[src/logic/tiop_consts.vh]
// Constants for the timed I/O port block: register map, field positions, resets and rates.
//
// Overview of operation
// - Ports of one, four, eight, sixteen and thirty-two bits reach the pins.
// - Every pin of a port shares one direction: all input or all output.
// - A port drives its pins, or samples them optionally waiting for a pin condition.
// - Each port access by the core completes in a single cycle.
// - Pin data passes a shift stage plus a transfer register in both directions.
// - Each port has a 16-bit counter that can time the transfer moment.
// - Software reads the counter anytime and may delay transfers until a count.
// - Every transfer captures the current counter value as a timestamp.
// - An enabled link removes the port output drive from the pins it shares.
// - An enabled narrower port takes shared pins from a wider port.
// - Unshared pins of the wider port stay with the wider port.
// - A port always works at its full width, whatever pins it lost.
// - Six clock blocks; block 0 is the reference clock at 100 MHz.
// - Blocks 1 to 5 are individually programmable to other rates.
// - A clock block can take a 1-bit port pin as clock source.
// - Ports accept an incoming ready strobe and can make an outgoing strobe.
// - After reset every port is attached to clock block 0.
// - Port pin events go straight to the tile to wake a waiting core.
`ifndef TIOP_CONSTS_VH
`define TIOP_CONSTS_VH

`define TIOP_CLK_MHZ      125
`define TIOP_REF_MHZ      100
`define TIOP_NPORT        5
`define TIOP_NCLKBLK      6
`define TIOP_NPIN         32

// Port registers: byte address = port index * 0x10 + register offset.
`define TIOP_PORT_STRIDE  8'h10
`define TIOP_REG_CTRL     4'h0
`define TIOP_REG_DATA     4'h4
`define TIOP_REG_TIME     4'h8
`define TIOP_REG_STAMP    4'hc
`define TIOP_CLKBLK_BASE  8'h80
`define TIOP_IRQ_STATUS   8'hc0
`define TIOP_IRQ_MASK     8'hc4

// Port control register fields.
`define TIOP_CTRL_EN      0
`define TIOP_CTRL_DIR     1
`define TIOP_CTRL_TIMED   2
`define TIOP_CTRL_COND    3
`define TIOP_CTRL_STRB    4
`define TIOP_CTRL_CSEL_LO 5
`define TIOP_CTRL_CSEL_HI 7
`define TIOP_CTRL_LINK    8
`define TIOP_CTRL_CV_LO   16
`define TIOP_CTRL_CV_HI   31
`define TIOP_CTRL_RESET   32'h0000_0000

// Clock block configuration fields.
`define TIOP_CB_DIV_HI    7
`define TIOP_CB_SRC       8
`define TIOP_CB_RESET     9'h000

// Pins shared with the inter-chip link.
`define TIOP_LINK_PIN_LO  4
`define TIOP_LINK_PIN_HI  7

`endif

[src/logic/tiop_port.v]
// One timed port: counter, transfer register, shift stage, timestamp and strobes.
`timescale 1ns/100ps
module tiop_port #(
  parameter W = 8
) (
  input  wire          i_clk,
  input  wire          i_rst_n,
  input  wire          i_tick,
  input  wire          i_en,
  input  wire          i_dir_out,
  input  wire          i_timed,
  input  wire          i_cond_en,
  input  wire          i_strb_en,
  input  wire [15:0]   i_cond_val,
  input  wire [15:0]   i_time,
  input  wire          i_wr,
  input  wire [31:0]   i_wr_data,
  input  wire          i_rd_pop,
  input  wire [W-1:0]  i_pins,
  input  wire          i_ready_in,
  output wire [W-1:0]  o_pins,
  output wire          o_oe,
  output wire          o_ready_out_strobe,
  output wire [31:0]   o_rx_data,
  output wire          o_rx_valid,
  output wire          o_tx_full,
  output wire [15:0]   o_count,
  output wire [15:0]   o_stamp,
  output wire          o_event
);
  localparam [5:0] SHIFTS = 32 / W;
  localparam CW = (W < 16) ? W : 16;

  reg  [15:0]  cnt_q;
  reg  [31:0]  tx_q;
  reg          tx_full_q;
  reg  [31:0]  sh_q;
  reg  [5:0]   left_q;
  reg  [31:0]  rx_q;
  reg          rx_valid_q;
  reg  [15:0]  stamp_q;
  reg  [W-1:0] pins_q;
  reg          strobe_q;
  reg          event_q;
  wire [31:0]  pin_ext;
  wire         at_time;
  wire         cond_ok;
  wire         in_ok;

  generate
    if (W < 32) begin : g_pad
      assign pin_ext = {{(32-W){1'b0}}, i_pins};
    end
    else begin : g_full
      assign pin_ext = i_pins;
    end
  endgenerate

  assign at_time = !i_timed || (cnt_q == i_time);
  assign cond_ok = !i_cond_en || (pin_ext[CW-1:0] == i_cond_val[CW-1:0]);
  assign in_ok   = !i_strb_en || i_ready_in;

  always @(posedge i_clk or negedge i_rst_n)
  begin
    if (!i_rst_n)
    begin
      cnt_q      <= 16'h0000;
      tx_q       <= 32'h0000_0000;
      tx_full_q  <= 1'b0;
      sh_q       <= 32'h0000_0000;
      left_q     <= 6'h00;
      rx_q       <= 32'h0000_0000;
      rx_valid_q <= 1'b0;
      stamp_q    <= 16'h0000;
      pins_q     <= {W{1'b0}};
      strobe_q   <= 1'b0;
      event_q    <= 1'b0;
    end
    else
    begin
      event_q <= 1'b0;
      if (i_tick)
        cnt_q <= cnt_q + 16'h0001;
      if (i_rd_pop)
        rx_valid_q <= 1'b0;
      if (i_wr)
      begin
        tx_q      <= i_wr_data;
        tx_full_q <= 1'b1;
      end
      if (!i_en)
      begin
        left_q   <= 6'h00;
        strobe_q <= 1'b0;
      end
      else if (i_tick && i_dir_out)
      begin
        strobe_q <= 1'b0;
        if (left_q != 6'h00)
        begin
          pins_q   <= sh_q[W-1:0];
          sh_q     <= sh_q >> W;
          left_q   <= left_q - 6'h01;
          strobe_q <= i_strb_en;
        end
        else if (tx_full_q && !i_wr && at_time)
        begin
          pins_q    <= tx_q[W-1:0];
          sh_q      <= tx_q >> W;
          left_q    <= SHIFTS - 6'h01;
          tx_full_q <= 1'b0;
          stamp_q   <= cnt_q;
          strobe_q  <= i_strb_en;
          event_q   <= 1'b1;
        end
      end
      else if (i_tick && !i_dir_out && in_ok)
      begin
        if (left_q != 6'h00)
        begin
          sh_q   <= (sh_q << W) | pin_ext;
          left_q <= left_q - 6'h01;
          if (left_q == 6'h01)
          begin
            rx_q       <= (sh_q << W) | pin_ext;
            rx_valid_q <= 1'b1;
            stamp_q    <= cnt_q;
            event_q    <= 1'b1;
          end
        end
        else if (at_time && cond_ok)
        begin
          sh_q   <= pin_ext;
          left_q <= SHIFTS - 6'h01;
          if (SHIFTS == 6'h01)
          begin
            rx_q       <= pin_ext;
            rx_valid_q <= 1'b1;
            stamp_q    <= cnt_q;
            event_q    <= 1'b1;
          end
        end
      end
    end
  end

  assign o_oe               = i_en && i_dir_out;
  assign o_pins             = pins_q;
  assign o_ready_out_strobe = strobe_q;
  assign o_rx_data          = rx_q;
  assign o_rx_valid         = rx_valid_q;
  assign o_tx_full          = tx_full_q;
  assign o_count            = cnt_q;
  assign o_stamp            = stamp_q;
  assign o_event            = event_q;
endmodule // tiop_port

[src/logic/tiop_top.v]
// Timed I/O port block: APB registers, clock blocks, pin sharing and five ports.
`timescale 1ns/100ps
`include "tiop_consts.vh"
module tiop_top (
  input  wire        i_clk,
  input  wire        i_rst_n,
  input  wire        i_psel,
  input  wire        i_penable,
  input  wire        i_pwrite,
  input  wire [7:0]  i_paddr,
  input  wire [31:0] i_pwdata,
  output wire [31:0] o_prdata,
  output wire        o_pready,
  output wire        o_pslverr,
  input  wire [31:0] i_pin,
  output wire [31:0] o_pin,
  output wire [31:0] o_pin_oe,
  input  wire [4:0]  i_ready_in,
  output wire [4:0]  o_ready_out_strobe,
  output wire        o_link_pins_taken,
  output wire [4:0]  o_wake,
  output wire        o_irq
);
  localparam NP = `TIOP_NPORT;
  localparam [7:0] REF_STEP = `TIOP_REF_MHZ;
  localparam [7:0] CLK_STEP = `TIOP_CLK_MHZ;

  reg          rst_s1_q;
  reg          rst_s2_q;
  wire         rst_n;
  reg  [31:0]  pin_s1_q;
  reg  [31:0]  pin_s2_q;
  reg  [31:0]  pin_s3_q;
  reg  [31:0]  pin_q;
  reg  [4:0]   rdy_s1_q;
  reg  [4:0]   rdy_s2_q;
  reg  [4:0]   rdy_s3_q;
  reg  [4:0]   rdy_q;
  reg  [31:0]  ctrl_q [0:NP-1];
  reg  [15:0]  time_q [0:NP-1];
  reg  [8:0]   cb_q [1:`TIOP_NCLKBLK-1];
  reg  [7:0]   div_q [1:`TIOP_NCLKBLK-1];
  reg  [7:0]   acc_q;
  reg          ref_tick_q;
  reg  [`TIOP_NCLKBLK-1:0] cb_tick_q;
  reg          src_last_q;
  reg  [4:0]   irq_st_q;
  reg  [4:0]   irq_mask_q;
  reg  [31:0]  prdata_q;
  reg          pslverr_q;
  reg  [31:0]  rdata_d;
  reg          hit_d;
  reg  [31:0]  pin_out_d;
  reg  [31:0]  pin_oe_d;
  wire         acc_wrap;
  wire         src_rise;
  wire         apb_go;
  wire         apb_wr;
  wire         apb_rd;
  wire [2:0]   sel_port;
  wire [3:0]   sel_reg;
  wire         port_space;
  wire [31:0]  p_pins [0:NP-1];
  wire [NP-1:0] p_oe;
  wire [NP-1:0] p_tick;
  wire [31:0]  rx_data [0:NP-1];
  wire [NP-1:0] rx_valid;
  wire [NP-1:0] tx_full;
  wire [15:0]  count [0:NP-1];
  wire [15:0]  stamp [0:NP-1];
  wire [NP-1:0] ev;
  wire         link_en;
  integer      k;
  integer      kp;
  integer      kc;
  integer      kd;
  integer      kr;

  always @(posedge i_clk or negedge i_rst_n)
  begin
    if (!i_rst_n)
    begin
      rst_s1_q <= 1'b0;
      rst_s2_q <= 1'b0;
    end
    else
    begin
      rst_s1_q <= 1'b1;
      rst_s2_q <= rst_s1_q;
    end
  end
  assign rst_n = rst_s2_q;

  // Pins are asynchronous; a level is only accepted once the later two stages agree.
  always @(posedge i_clk or negedge rst_n)
  begin
    if (!rst_n)
    begin
      pin_s1_q <= 32'h0000_0000;
      pin_s2_q <= 32'h0000_0000;
      pin_s3_q <= 32'h0000_0000;
      pin_q    <= 32'h0000_0000;
      rdy_s1_q <= 5'h00;
      rdy_s2_q <= 5'h00;
      rdy_s3_q <= 5'h00;
      rdy_q    <= 5'h00;
    end
    else
    begin
      pin_s1_q <= i_pin;
      pin_s2_q <= pin_s1_q;
      pin_s3_q <= pin_s2_q;
      for (kp = 0; kp < 32; kp = kp + 1)
        if (pin_s2_q[kp] == pin_s3_q[kp])
          pin_q[kp] <= pin_s3_q[kp];
      // Ready strobes come from outside too, so they pass the same filter.
      rdy_s1_q <= i_ready_in;
      rdy_s2_q <= rdy_s1_q;
      rdy_s3_q <= rdy_s2_q;
      for (kp = 0; kp < 5; kp = kp + 1)
        if (rdy_s2_q[kp] == rdy_s3_q[kp])
          rdy_q[kp] <= rdy_s3_q[kp];
    end
  end

  assign acc_wrap = ({1'b0, acc_q} + {1'b0, REF_STEP}) >= {1'b0, CLK_STEP};
  assign src_rise = pin_q[0] && !src_last_q;

  always @(posedge i_clk or negedge rst_n)
  begin
    if (!rst_n)
    begin
      acc_q      <= 8'h00;
      ref_tick_q <= 1'b0;
      cb_tick_q  <= 6'h00;
      src_last_q <= 1'b0;
      for (kc = 1; kc < `TIOP_NCLKBLK; kc = kc + 1)
        div_q[kc] <= 8'h00;
    end
    else
    begin
      src_last_q <= pin_q[0];
      if (acc_wrap)
        acc_q <= acc_q + REF_STEP - CLK_STEP;
      else
        acc_q <= acc_q + REF_STEP;
      ref_tick_q   <= acc_wrap;
      cb_tick_q[0] <= acc_wrap;
      for (kc = 1; kc < `TIOP_NCLKBLK; kc = kc + 1)
      begin
        cb_tick_q[kc] <= 1'b0;
        if (cb_q[kc][`TIOP_CB_SRC])
          cb_tick_q[kc] <= src_rise;
        else if (ref_tick_q)
        begin
          if (div_q[kc] >= cb_q[kc][`TIOP_CB_DIV_HI:0])
          begin
            div_q[kc]     <= 8'h00;
            cb_tick_q[kc] <= 1'b1;
          end
          else
            div_q[kc] <= div_q[kc] + 8'h01;
        end
      end
    end
  end

  assign apb_go     = i_psel && i_penable;
  assign apb_wr     = apb_go && i_pwrite;
  assign apb_rd     = apb_go && !i_pwrite;
  assign sel_port   = i_paddr[6:4];
  assign sel_reg    = i_paddr[3:0];
  assign port_space = !i_paddr[7] && (sel_port < NP) && (i_paddr[1:0] == 2'b00);

  always @*
  begin
    rdata_d = 32'h0000_0000;
    hit_d   = 1'b0;
    if (port_space)
    begin
      hit_d = 1'b1;
      case (sel_reg)
        `TIOP_REG_CTRL:  rdata_d = ctrl_q[sel_port];
        `TIOP_REG_DATA:  rdata_d = rx_data[sel_port];
        `TIOP_REG_TIME:  rdata_d = {13'h0000, rx_valid[sel_port], tx_full[sel_port],
                                    1'b0, count[sel_port]};
        `TIOP_REG_STAMP: rdata_d = {16'h0000, stamp[sel_port]};
        default:         hit_d = 1'b0;
      endcase
    end
    else if (i_paddr == `TIOP_IRQ_STATUS)
    begin
      hit_d   = 1'b1;
      rdata_d = {27'h0000000, irq_st_q};
    end
    else if (i_paddr == `TIOP_IRQ_MASK)
    begin
      hit_d   = 1'b1;
      rdata_d = {27'h0000000, irq_mask_q};
    end
    else
    begin
      for (kd = 1; kd < `TIOP_NCLKBLK; kd = kd + 1)
        if (i_paddr == `TIOP_CLKBLK_BASE + 8'h04 * kd[7:0])
        begin
          hit_d   = 1'b1;
          rdata_d = {23'h000000, cb_q[kd]};
        end
    end
  end

  always @(posedge i_clk or negedge rst_n)
  begin
    if (!rst_n)
    begin
      irq_st_q   <= 5'h00;
      irq_mask_q <= 5'h00;
      prdata_q   <= 32'h0000_0000;
      pslverr_q  <= 1'b0;
      for (kr = 0; kr < NP; kr = kr + 1)
      begin
        ctrl_q[kr] <= `TIOP_CTRL_RESET;
        time_q[kr] <= 16'h0000;
      end
      for (kr = 1; kr < `TIOP_NCLKBLK; kr = kr + 1)
        cb_q[kr] <= `TIOP_CB_RESET;
    end
    else
    begin
      if (i_psel && !i_penable)
      begin
        prdata_q  <= rdata_d;
        pslverr_q <= !hit_d;
      end
      if (apb_wr && port_space && sel_reg == `TIOP_REG_CTRL)
        ctrl_q[sel_port] <= i_pwdata;
      if (apb_wr && port_space && sel_reg == `TIOP_REG_TIME)
        time_q[sel_port] <= i_pwdata[15:0];
      if (apb_wr && i_paddr == `TIOP_IRQ_MASK)
        irq_mask_q <= i_pwdata[4:0];
      for (kr = 1; kr < `TIOP_NCLKBLK; kr = kr + 1)
        if (apb_wr && i_paddr == `TIOP_CLKBLK_BASE + 8'h04 * kr[7:0])
          cb_q[kr] <= i_pwdata[8:0];
      // New events win over a write-one-to-clear in the same cycle.
      if (apb_wr && i_paddr == `TIOP_IRQ_STATUS)
        irq_st_q <= (irq_st_q & ~i_pwdata[4:0]) | ev;
      else
        irq_st_q <= irq_st_q | ev;
    end
  end

  assign o_prdata  = prdata_q;
  assign o_pready  = 1'b1;
  assign o_pslverr = pslverr_q;
  assign o_irq     = |(irq_st_q & irq_mask_q);
  assign o_wake    = ev;

  genvar g;
  generate
    for (g = 0; g < NP; g = g + 1)
    begin : g_port
      localparam PW = (g == 0) ? 1 : (g == 1) ? 4 : (g == 2) ? 8 : (g == 3) ? 16 : 32;
      wire [PW-1:0] pout;
      // A block number past the last one gives no ticks rather than an unknown.
      assign p_tick[g] = (ctrl_q[g][`TIOP_CTRL_CSEL_HI:`TIOP_CTRL_CSEL_LO] < `TIOP_NCLKBLK) &&
                         cb_tick_q[ctrl_q[g][`TIOP_CTRL_CSEL_HI:`TIOP_CTRL_CSEL_LO]];
      if (PW < 32)
      begin : g_ext
        assign p_pins[g] = {{(32-PW){1'b0}}, pout};
      end
      else
      begin : g_noext
        assign p_pins[g] = pout;
      end
      tiop_port #(.W(PW)) u_port (
        .i_clk              (i_clk),
        .i_rst_n            (rst_n),
        .i_tick             (p_tick[g]),
        .i_en               (ctrl_q[g][`TIOP_CTRL_EN]),
        .i_dir_out          (ctrl_q[g][`TIOP_CTRL_DIR]),
        .i_timed            (ctrl_q[g][`TIOP_CTRL_TIMED]),
        .i_cond_en          (ctrl_q[g][`TIOP_CTRL_COND]),
        .i_strb_en          (ctrl_q[g][`TIOP_CTRL_STRB]),
        .i_cond_val         (ctrl_q[g][`TIOP_CTRL_CV_HI:`TIOP_CTRL_CV_LO]),
        .i_time             (time_q[g]),
        .i_wr               (apb_wr && port_space && sel_port == g &&
                             sel_reg == `TIOP_REG_DATA),
        .i_wr_data          (i_pwdata),
        .i_rd_pop           (apb_rd && port_space && sel_port == g &&
                             sel_reg == `TIOP_REG_DATA),
        .i_pins             (pin_q[PW-1:0]),
        .i_ready_in         (rdy_q[g]),
        .o_pins             (pout),
        .o_oe               (p_oe[g]),
        .o_ready_out_strobe (o_ready_out_strobe[g]),
        .o_rx_data          (rx_data[g]),
        .o_rx_valid         (rx_valid[g]),
        .o_tx_full          (tx_full[g]),
        .o_count            (count[g]),
        .o_stamp            (stamp[g]),
        .o_event            (ev[g])
      );
    end
  endgenerate

  // The link enable lives in the control word of the 1-bit port.
  assign link_en           = ctrl_q[0][`TIOP_CTRL_LINK];
  assign o_link_pins_taken = link_en;

  // Ports are visited widest first so the narrowest enabled one owns a pin.
  always @*
  begin
    pin_out_d = 32'h0000_0000;
    pin_oe_d  = 32'h0000_0000;
    for (k = 0; k < 32; k = k + 1)
    begin
      if (ctrl_q[4][`TIOP_CTRL_EN])
      begin
        pin_out_d[k] = p_pins[4][k];
        pin_oe_d[k]  = p_oe[4];
      end
      if (k < 16 && ctrl_q[3][`TIOP_CTRL_EN])
      begin
        pin_out_d[k] = p_pins[3][k];
        pin_oe_d[k]  = p_oe[3];
      end
      if (k < 8 && ctrl_q[2][`TIOP_CTRL_EN])
      begin
        pin_out_d[k] = p_pins[2][k];
        pin_oe_d[k]  = p_oe[2];
      end
      if (k < 4 && ctrl_q[1][`TIOP_CTRL_EN])
      begin
        pin_out_d[k] = p_pins[1][k];
        pin_oe_d[k]  = p_oe[1];
      end
      if (k < 1 && ctrl_q[0][`TIOP_CTRL_EN])
      begin
        pin_out_d[k] = p_pins[0][k];
        pin_oe_d[k]  = p_oe[0];
      end
      if (link_en && k >= `TIOP_LINK_PIN_LO && k <= `TIOP_LINK_PIN_HI)
      begin
        pin_out_d[k] = 1'b0;
        pin_oe_d[k]  = 1'b0;
      end
    end
  end

  assign o_pin    = pin_out_d;
  assign o_pin_oe = pin_oe_d;
endmodule // tiop_top

[config.mk]
export PLATFORM = sky130hd
export DESIGN_NAME = tiop_top
export DESIGN_NICKNAME = d
export VERILOG_FILES = /design/src/logic/tiop_port.v /design/src/logic/tiop_top.v
export VERILOG_INCLUDE_DIRS = /design/src /design/src/logic
export SDC_FILE = /design/constraint.sdc
export NUM_CORES = 2
export LEC_CHECK = 0
export ABC_CLOCK_PERIOD_IN_PS = 52300
export BUFFER_PORTS_ARGS = -buffer_cell sky130_fd_sc_hd__buf_2
export CAP_MARGIN = 20
export CORE_MARGIN = 3
export CORE_UTILIZATION = 55
export CTS_BUF_LIST = sky130_fd_sc_hd__clkbuf_16
export DETAILED_ROUTE_END_ITERATION = 12
export GPL_TIMING_DRIVEN = 1
export PLACE_DENSITY = 0.72
export SETUP_SLACK_MARGIN = 0.15
export SYNTH_ARGS = -nofsm -noshare
export SYNTH_HDL_FRONTEND = slang
export SYNTH_HIERARCHICAL = 1
export SYNTH_SLANG_ARGS = --single-unit
export TNS_END_PERCENT = 5
[constraint.sdc]
create_clock -name i_clk -period 52.3 [get_ports i_clk]
set_input_delay 7.845 -clock i_clk [delete_from_list [all_inputs] [get_ports i_clk]]
set_output_delay 7.845 -clock i_clk [all_outputs]
set_load 0.01 [all_outputs]
Word level (Yosys, flattened, before mapping)
Index checks and enable logic that the tools add are counted.

operators by class
  equal/unequal tests = 102
  $lt $le $gt $ge = 20
  multiplexer cells = 363
  bitwise operators = 20
  reductions and logical operators = 188
  add/sub/neg operators = 18

operator list
  cell                                                              count
  32-bit 2-to-1 mux                                                 46
  16-bit 2-to-1 mux                                                 38
  1-bit 2-to-1 mux                                                  216
  6-bit 2-to-1 mux                                                  35
  32-bit binary-select mux with 3-bit select                        2
  160-bit bitwise mux                                               1
  32-bit one-hot mux with 4 select lines                            1
  16-bit == test                                                    7
  16-bit binary-select mux with 3-bit select                        2
  32-bit demux with 3-bit select                                    1
  16-bit by 1-bit adder with 16-bit output (second input constant)  5
  80-bit bitwise mux                                                1
  1-bit logical AND                                                 79
  8-bit 2-to-1 mux                                                  8
  8-bit == test (second input constant)                             7
  16-bit demux with 3-bit select                                    1
  8-bit by 1-bit adder with 8-bit output (second input constant)    5
  8-bit greater-or-equal comparator                                 5
  1-bit == test                                                     38
  2-bit nonzero test                                                19
  32-bit by 1-bit bitwise OR with 32-bit output                     1
  32-bit by 16-bit bitwise OR with 32-bit output                    1
  32-bit by 4-bit bitwise OR with 32-bit output                     1
  32-bit by 8-bit bitwise OR with 32-bit output                     1
  other kinds (46)                                                  190

storage, ports and cells
  input port bits = 82
  logic and storage cells = 839
  output and inout port bits = 110
  bits in registers = 1285

Depth between registers and ports, before layout
  depth after elaboration = 13
  depth in mapped cells = 14
  gate-level depth less buffers = 10

Modules after synthesis
The synthesis kept the hierarchy.

modules (own cells, without submodules)
  module                         sequential area each (um2)  cells each  times used  area each (um2)
  tiop_top                       13337.8                     2170        1           25836.0
  tiop_port at g_port[4].u_port  4254.1                      615         1           7485.9
  tiop_port at g_port[3].u_port  3853.7                      587         1           7094.3
  tiop_port at g_port[2].u_port  3653.5                      510         1           6770.2
  tiop_port at g_port[1].u_port  3553.4                      578         1           6686.4
  tiop_port at g_port[0].u_port  3478.3                      486         1           6630.1

Least setup slack after synthesis
OpenSTA, ideal clock, no wires.

  path type = input to register
  from = input port i_paddr[2]
  to = register g_port[0].u_port.stamp_q[10]
  setup slack = 41675 ps
  buffers on the path = 5
  required time = 52172 ps
  setup time = 128 ps
  arrival time = 10498 ps
  stages on the path = 13
  path through = buf_2 > nor4b_2 > clkbuf_1 > nand3_1 > nor3_1 > buf_2 > nand2b_1 > buf_2 > or3_1 > a21oi_1 > a21oi_2 > buf_2 > mux2_1

between the ends
  longest elaborated chain between the ends = 7

ends and longest elaborated chain
  what                                      RTL line         source
  start, declared                           tiop_top.v:10    input wire [7:0] i_paddr,
  4-bit by 3-bit == test with 1-bit output  --
  1-bit logical AND (no line)               --
  1-bit zero test                           tiop_port.v:106  else if (tx_full_q && !i_wr && at_time)
  1-bit logical AND (2 in series)           tiop_port.v:106
  2-bit != test (no line)                   --
  6-bit AND reduction (no line)             --
  end signal, assigned                      tiop_port.v:112  stamp_q <= cnt_q;
  end signal, assigned                      tiop_port.v:127  stamp_q <= cnt_q;
  end signal, assigned                      tiop_port.v:139  stamp_q <= cnt_q;
  end, declared                             tiop_port.v:41   reg [15:0] stamp_q;

Every way passes these cells.
A chain may end at the register's enable or synchronous reset.

Final worst setup path
  from = input port i_paddr[6]
  to = register g_port[4].u_port.sh_q[21]

between the ends
  longest elaborated chain between the ends = 11
  elaborated cells on any way between the ends = 12
  classes of those cells = 1 x order compare; 2 x eq/ne; 9 x reduce/logical

ends and longest elaborated chain
  what                               RTL line         source
  3-bit < comparator                 tiop_top.v:173   assign port_space = !i_paddr[7] && (sel_port < NP) && (i_paddr[1:0] == 2'b00);
  1-bit logical AND (2 in series)    tiop_top.v:173
  1-bit logical AND                  tiop_top.v:286   .i_wr (apb_wr && port_space && sel_port == g &&
  1-bit logical AND *                tiop_top.v:286
  1-bit logical AND (no line) *      --
  1-bit zero test *                  tiop_port.v:106
  1-bit logical AND * (2 in series)  tiop_port.v:106
  3-bit != test (no line) *          --
  4-bit AND reduction (no line) *    --
  end signal, assigned               tiop_port.v:102  sh_q <= sh_q >> W;
  end signal, assigned               tiop_port.v:109  sh_q <= tx_q >> W;
  end signal, assigned               tiop_port.v:121  sh_q <= (sh_q << W) | pin_ext;
  end, declared                      tiop_port.v:37   reg [31:0] sh_q;

Mark *: on every way between the ends. The rest lies on a longest branch, timed or not.

==> flow_metrics.tcl <==
set metrics [dict create \
    initial_core_util_pct 55.5 \
    drt_pre_antenna_iters 6 \
    portBuffers 190 \
    cts.path.max_buffers 3 \
    fmax_mhz 86.4 \
    core_mm2 0.109 \
    grt_pass1_wl_mm 264 \
    finalClockSkew_ns 0.0261 \
    vdd_drop_max_v 0.0000296 \
    synth_ff_type "dfrtp_1" \
    yosys.area.top_type "dfrtp_1" \
    clkTransAtPathRegs_ns 0.06 \
    drive_above_1_share_pct 23.9 \
    critPathKind "input port to flop" \
    overflow 0 \
    synth_warnings 6 \
    drt-initial-drc-count 4196 \
    power_density_mw_per_mm2 32.9 \
    r2r_end "g_port[0].u_port/o_stamp[10]" \
    cts-htree-levels 4 \
    endpoint "g_port[4].u_port/sh_q[21]" \
    pwr-share-seq_pct 49.3 \
    root_buffer "clkbuf_16" \
    combPwrFrac_pct 7.5 \
    cts_buffers 137 \
    wl_mm 177 \
    yosysUniqueCellTypes 95 \
    io_pins 192 \
    wire_per_inst_um 26.8 \
    hold_buffers 0 \
    finalSetupTns_ns 0 \
    r2r-start "cb_tick_q[0]" \
    crit_required_ns 52.97 \
    setup-violations-final 0 \
    synth_area_leaders "dfrtp_1, mux2_2, mux2i_1, mux2_1, nand2_1" \
    clk-insertion-delay-late_ns 0.77 \
    rsz0062_at_grt "no" \
    status "finished clean" \
    drc 0 \
    fp.dieH_um 338 \
    grt_util_all_layers_pct 31.1 \
    avgSynthCellArea_um2 12.2 \
    synth_cells 4946 \
    endpoint_kind "flop" \
    viasPerCell 6.25 \
    p_sw_mw 0.570 \
    die_width_um 338 \
    clkSinkCount 1284 \
    synth.top_cell.area_share_pct 53.1 \
    tightest_slew_ns 1.13 \
    p_sw_share_pct 26.0 \
    rows 121 \
    cts_tree "yes" \
    layout.nets 5221 \
    rrSetupSlack_ns 48.27 \
    antenna_found_initial 13 \
    nFillCells 8542 \
    layout.cells.most_common "dfrtp_1" \
    p_leak_nw 32.5 \
    synth-seq-area-share_pct 53.1 \
    grt_start_max_net_pins 181 \
    drv_slew 0 \
    die-area_mm2 0.114 \
    grt_pass1_vias 40500 \
    slew_headroom_pct 24.7 \
    ff_latch_area_mm2 0.0321 \
    multiInputGateArea_mm2 0.0264 \
    p_clk_share_pct 43.2 \
    globalplace.congestion 0.944 \
    worstPathMaxFanout 97 \
    synthesis.area_mm2 0.0605 \
    reg2reg_depth 9 \
    async_flop_share_pct 100 \
    ys_seq_elements 1284 \
    hold_class "flop to flop" \
    startpoint "i_paddr[6]" \
    synthToLayoutAreaGrowth_pct 10.5 \
    cts_resized 0 \
    period_needed_ns 11.57 \
    start_kind "input port" \
    ant_nets 0 \
    synth_edf_count 0 \
    timing.hold.ws_ns 0.336 \
    final_cell_mix "dfrtp_1, mux2_2, nand2_1" \
    vias 41200 \
    cts_setup_buffers 0 \
    post-route-period-util_pct 22.1 \
    hpwl_mm 118 \
    p_int_mw 1.63 \
    worstPathArrival_ns 12.24 \
    drv_cap 0 \
    hold_viol 0 \
]
Yosys cell counts (60+ instances only):
| cell | number |
|---|---|
| xor2_1 | 60 |
| inv_1 | 131 |
| a21oi_1 | 186 |
| ha_1 | 81 |
| mux2i_1 | 306 |
| xnor2_1 | 169 |
| nor2_1 | 187 |
| nand2_1 | 395 |
| o22ai_1 | 88 |
| mux2_4 | 66 |
| buf_2 | 84 |
| clkbuf_1 | 114 |
| o21ai_0 | 167 |
| mux2_2 | 601 |
| dfrtp_1 | 1284 |
| nand3_1 | 68 |
| mux2_1 | 161 |
through the flow:
step | total power [mW] | util [%] | setup WS, ns | cell area [um2] | instances
2_1_floorplan | 1.20 | - | 13.86 | 60500 | 4947
3_3_place_gp | 1.26 | 57.3 | 40.14 | 62400 | 6329
3_5_place_dp | 1.26 | 57.3 | 40.07 | 62500 | 6333
4_1_cts | 2.21 | 61.3 | 40.78 | 66800 | 6579
5_1_grt | 2.27 | 61.3 | 40.51 | 66800 | 6579
6_report | 2.20 | 61.3 | 40.73 | 66900 | 6587
registers in the layout, summed over array words and instances (netlist names), 6 cells and up:
signal,flops
g_port.u_port/o_rx_data,160
g_port.u_port/sh_q,160
g_port.u_port/tx_q,160
ctrl_q,159
g_port.u_port/o_count,80
g_port.u_port/o_stamp,80
time_q,80
g_port.u_port/o_pins,61
cb_q,45
div_q,40
o_prdata,32
pin_q,32
pin_s1_q,32
pin_s2_q,32
pin_s3_q,32
g_port.u_port/left_q,30
acc_q,8
cb_tick_q,6
worst min-delay path by stage:
stage	start	endpoint	slack, ns	cells past startpoint
after floorplan	pin_s1_q[0]	pin_s2_q[0]	0.33	0
after global placement	pin_s1_q[4]	pin_s2_q[4]	0.33	0
after detailed placement	pin_s1_q[27]	pin_s2_q[27]	0.33	0
after CTS	pin_s1_q[1]	pin_s2_q[1]	0.35	0
after global routing	pin_s1_q[10]	pin_s2_q[10]	0.35	0
final	pin_s1_q[31]	pin_s2_q[31]	0.34	0
area by class of cell:
type,instances,area share [%]
Antenna cell,8,0.0299
Sequential cell,1284,48.1
Clock inverter,106,1.28
Timing Repair Buffer,268,2.43
Tap cell,1414,2.65
Inverter,137,0.769
Clock buffer,140,5.24
Multi-Input combinational cell,3230,39.5
routing by layer:
metal | GRT usage [%] | part of all wire [%] | routed length, um | vias up
met5 | 0 | 0.0074 | 13 | -
met4 | 16.8 | 5.7 | 10100 | 2
met3 | 4.80 | 7.7 | 13600 | 411
met2 | 48.4 | 46 | 81400 | 1861
met1 | 42.3 | 41 | 71600 | 21100
li1 | - | - | - | 17800
cell families (layout without fill, tap and decap cells):
group / after synthesis / in the layout / share of synthesized area (%)
multiplexers: 1167 / 1167 / 22.1
AO/OA/AOI/OAI: 709 / 709 / 7.65
AND/OR/NAND/NOR: 1004 / 1004 / 8.03
buffers and inverters: 433 / 651 / 3.47
flip-flops: 1284 / 1284 / 53.1
other: 1 / 10 / 0.00620
XOR/XNOR: 230 / 230 / 3.34
adder cells (fa/ha/maj): 118 / 118 / 2.29
critical path, stage by stage:
cell      delay [ns]
buf_2           0.66
buf_4           0.59
nor2b_2         0.23
buf_4           0.42
nand2b_1        0.31
nor2_4          0.16
buf_4           0.47
nand2b_1        0.21
a21oi_1         0.11
o21ai_4         0.09
buf_4           0.70
nand2_1         0.16
mux2i_1         0.17
power by group through the flow:
| stage | sequential (mW) | clock [mW] | combinational (mW) |
|---|---|---|---|
| 2_1_floorplan | 1.09 | 0 | 0.106 |
| 3_3_place_gp | 1.10 | 0 | 0.159 |
| 3_5_place_dp | 1.10 | 0 | 0.163 |
| 4_1_cts | 1.08 | 0.963 | 0.164 |
| 5_1_grt | 1.09 | 1.00 | 0.181 |
| 6_report | 1.08 | 0.949 | 0.164 |
(Power assumes the default switching activity.)
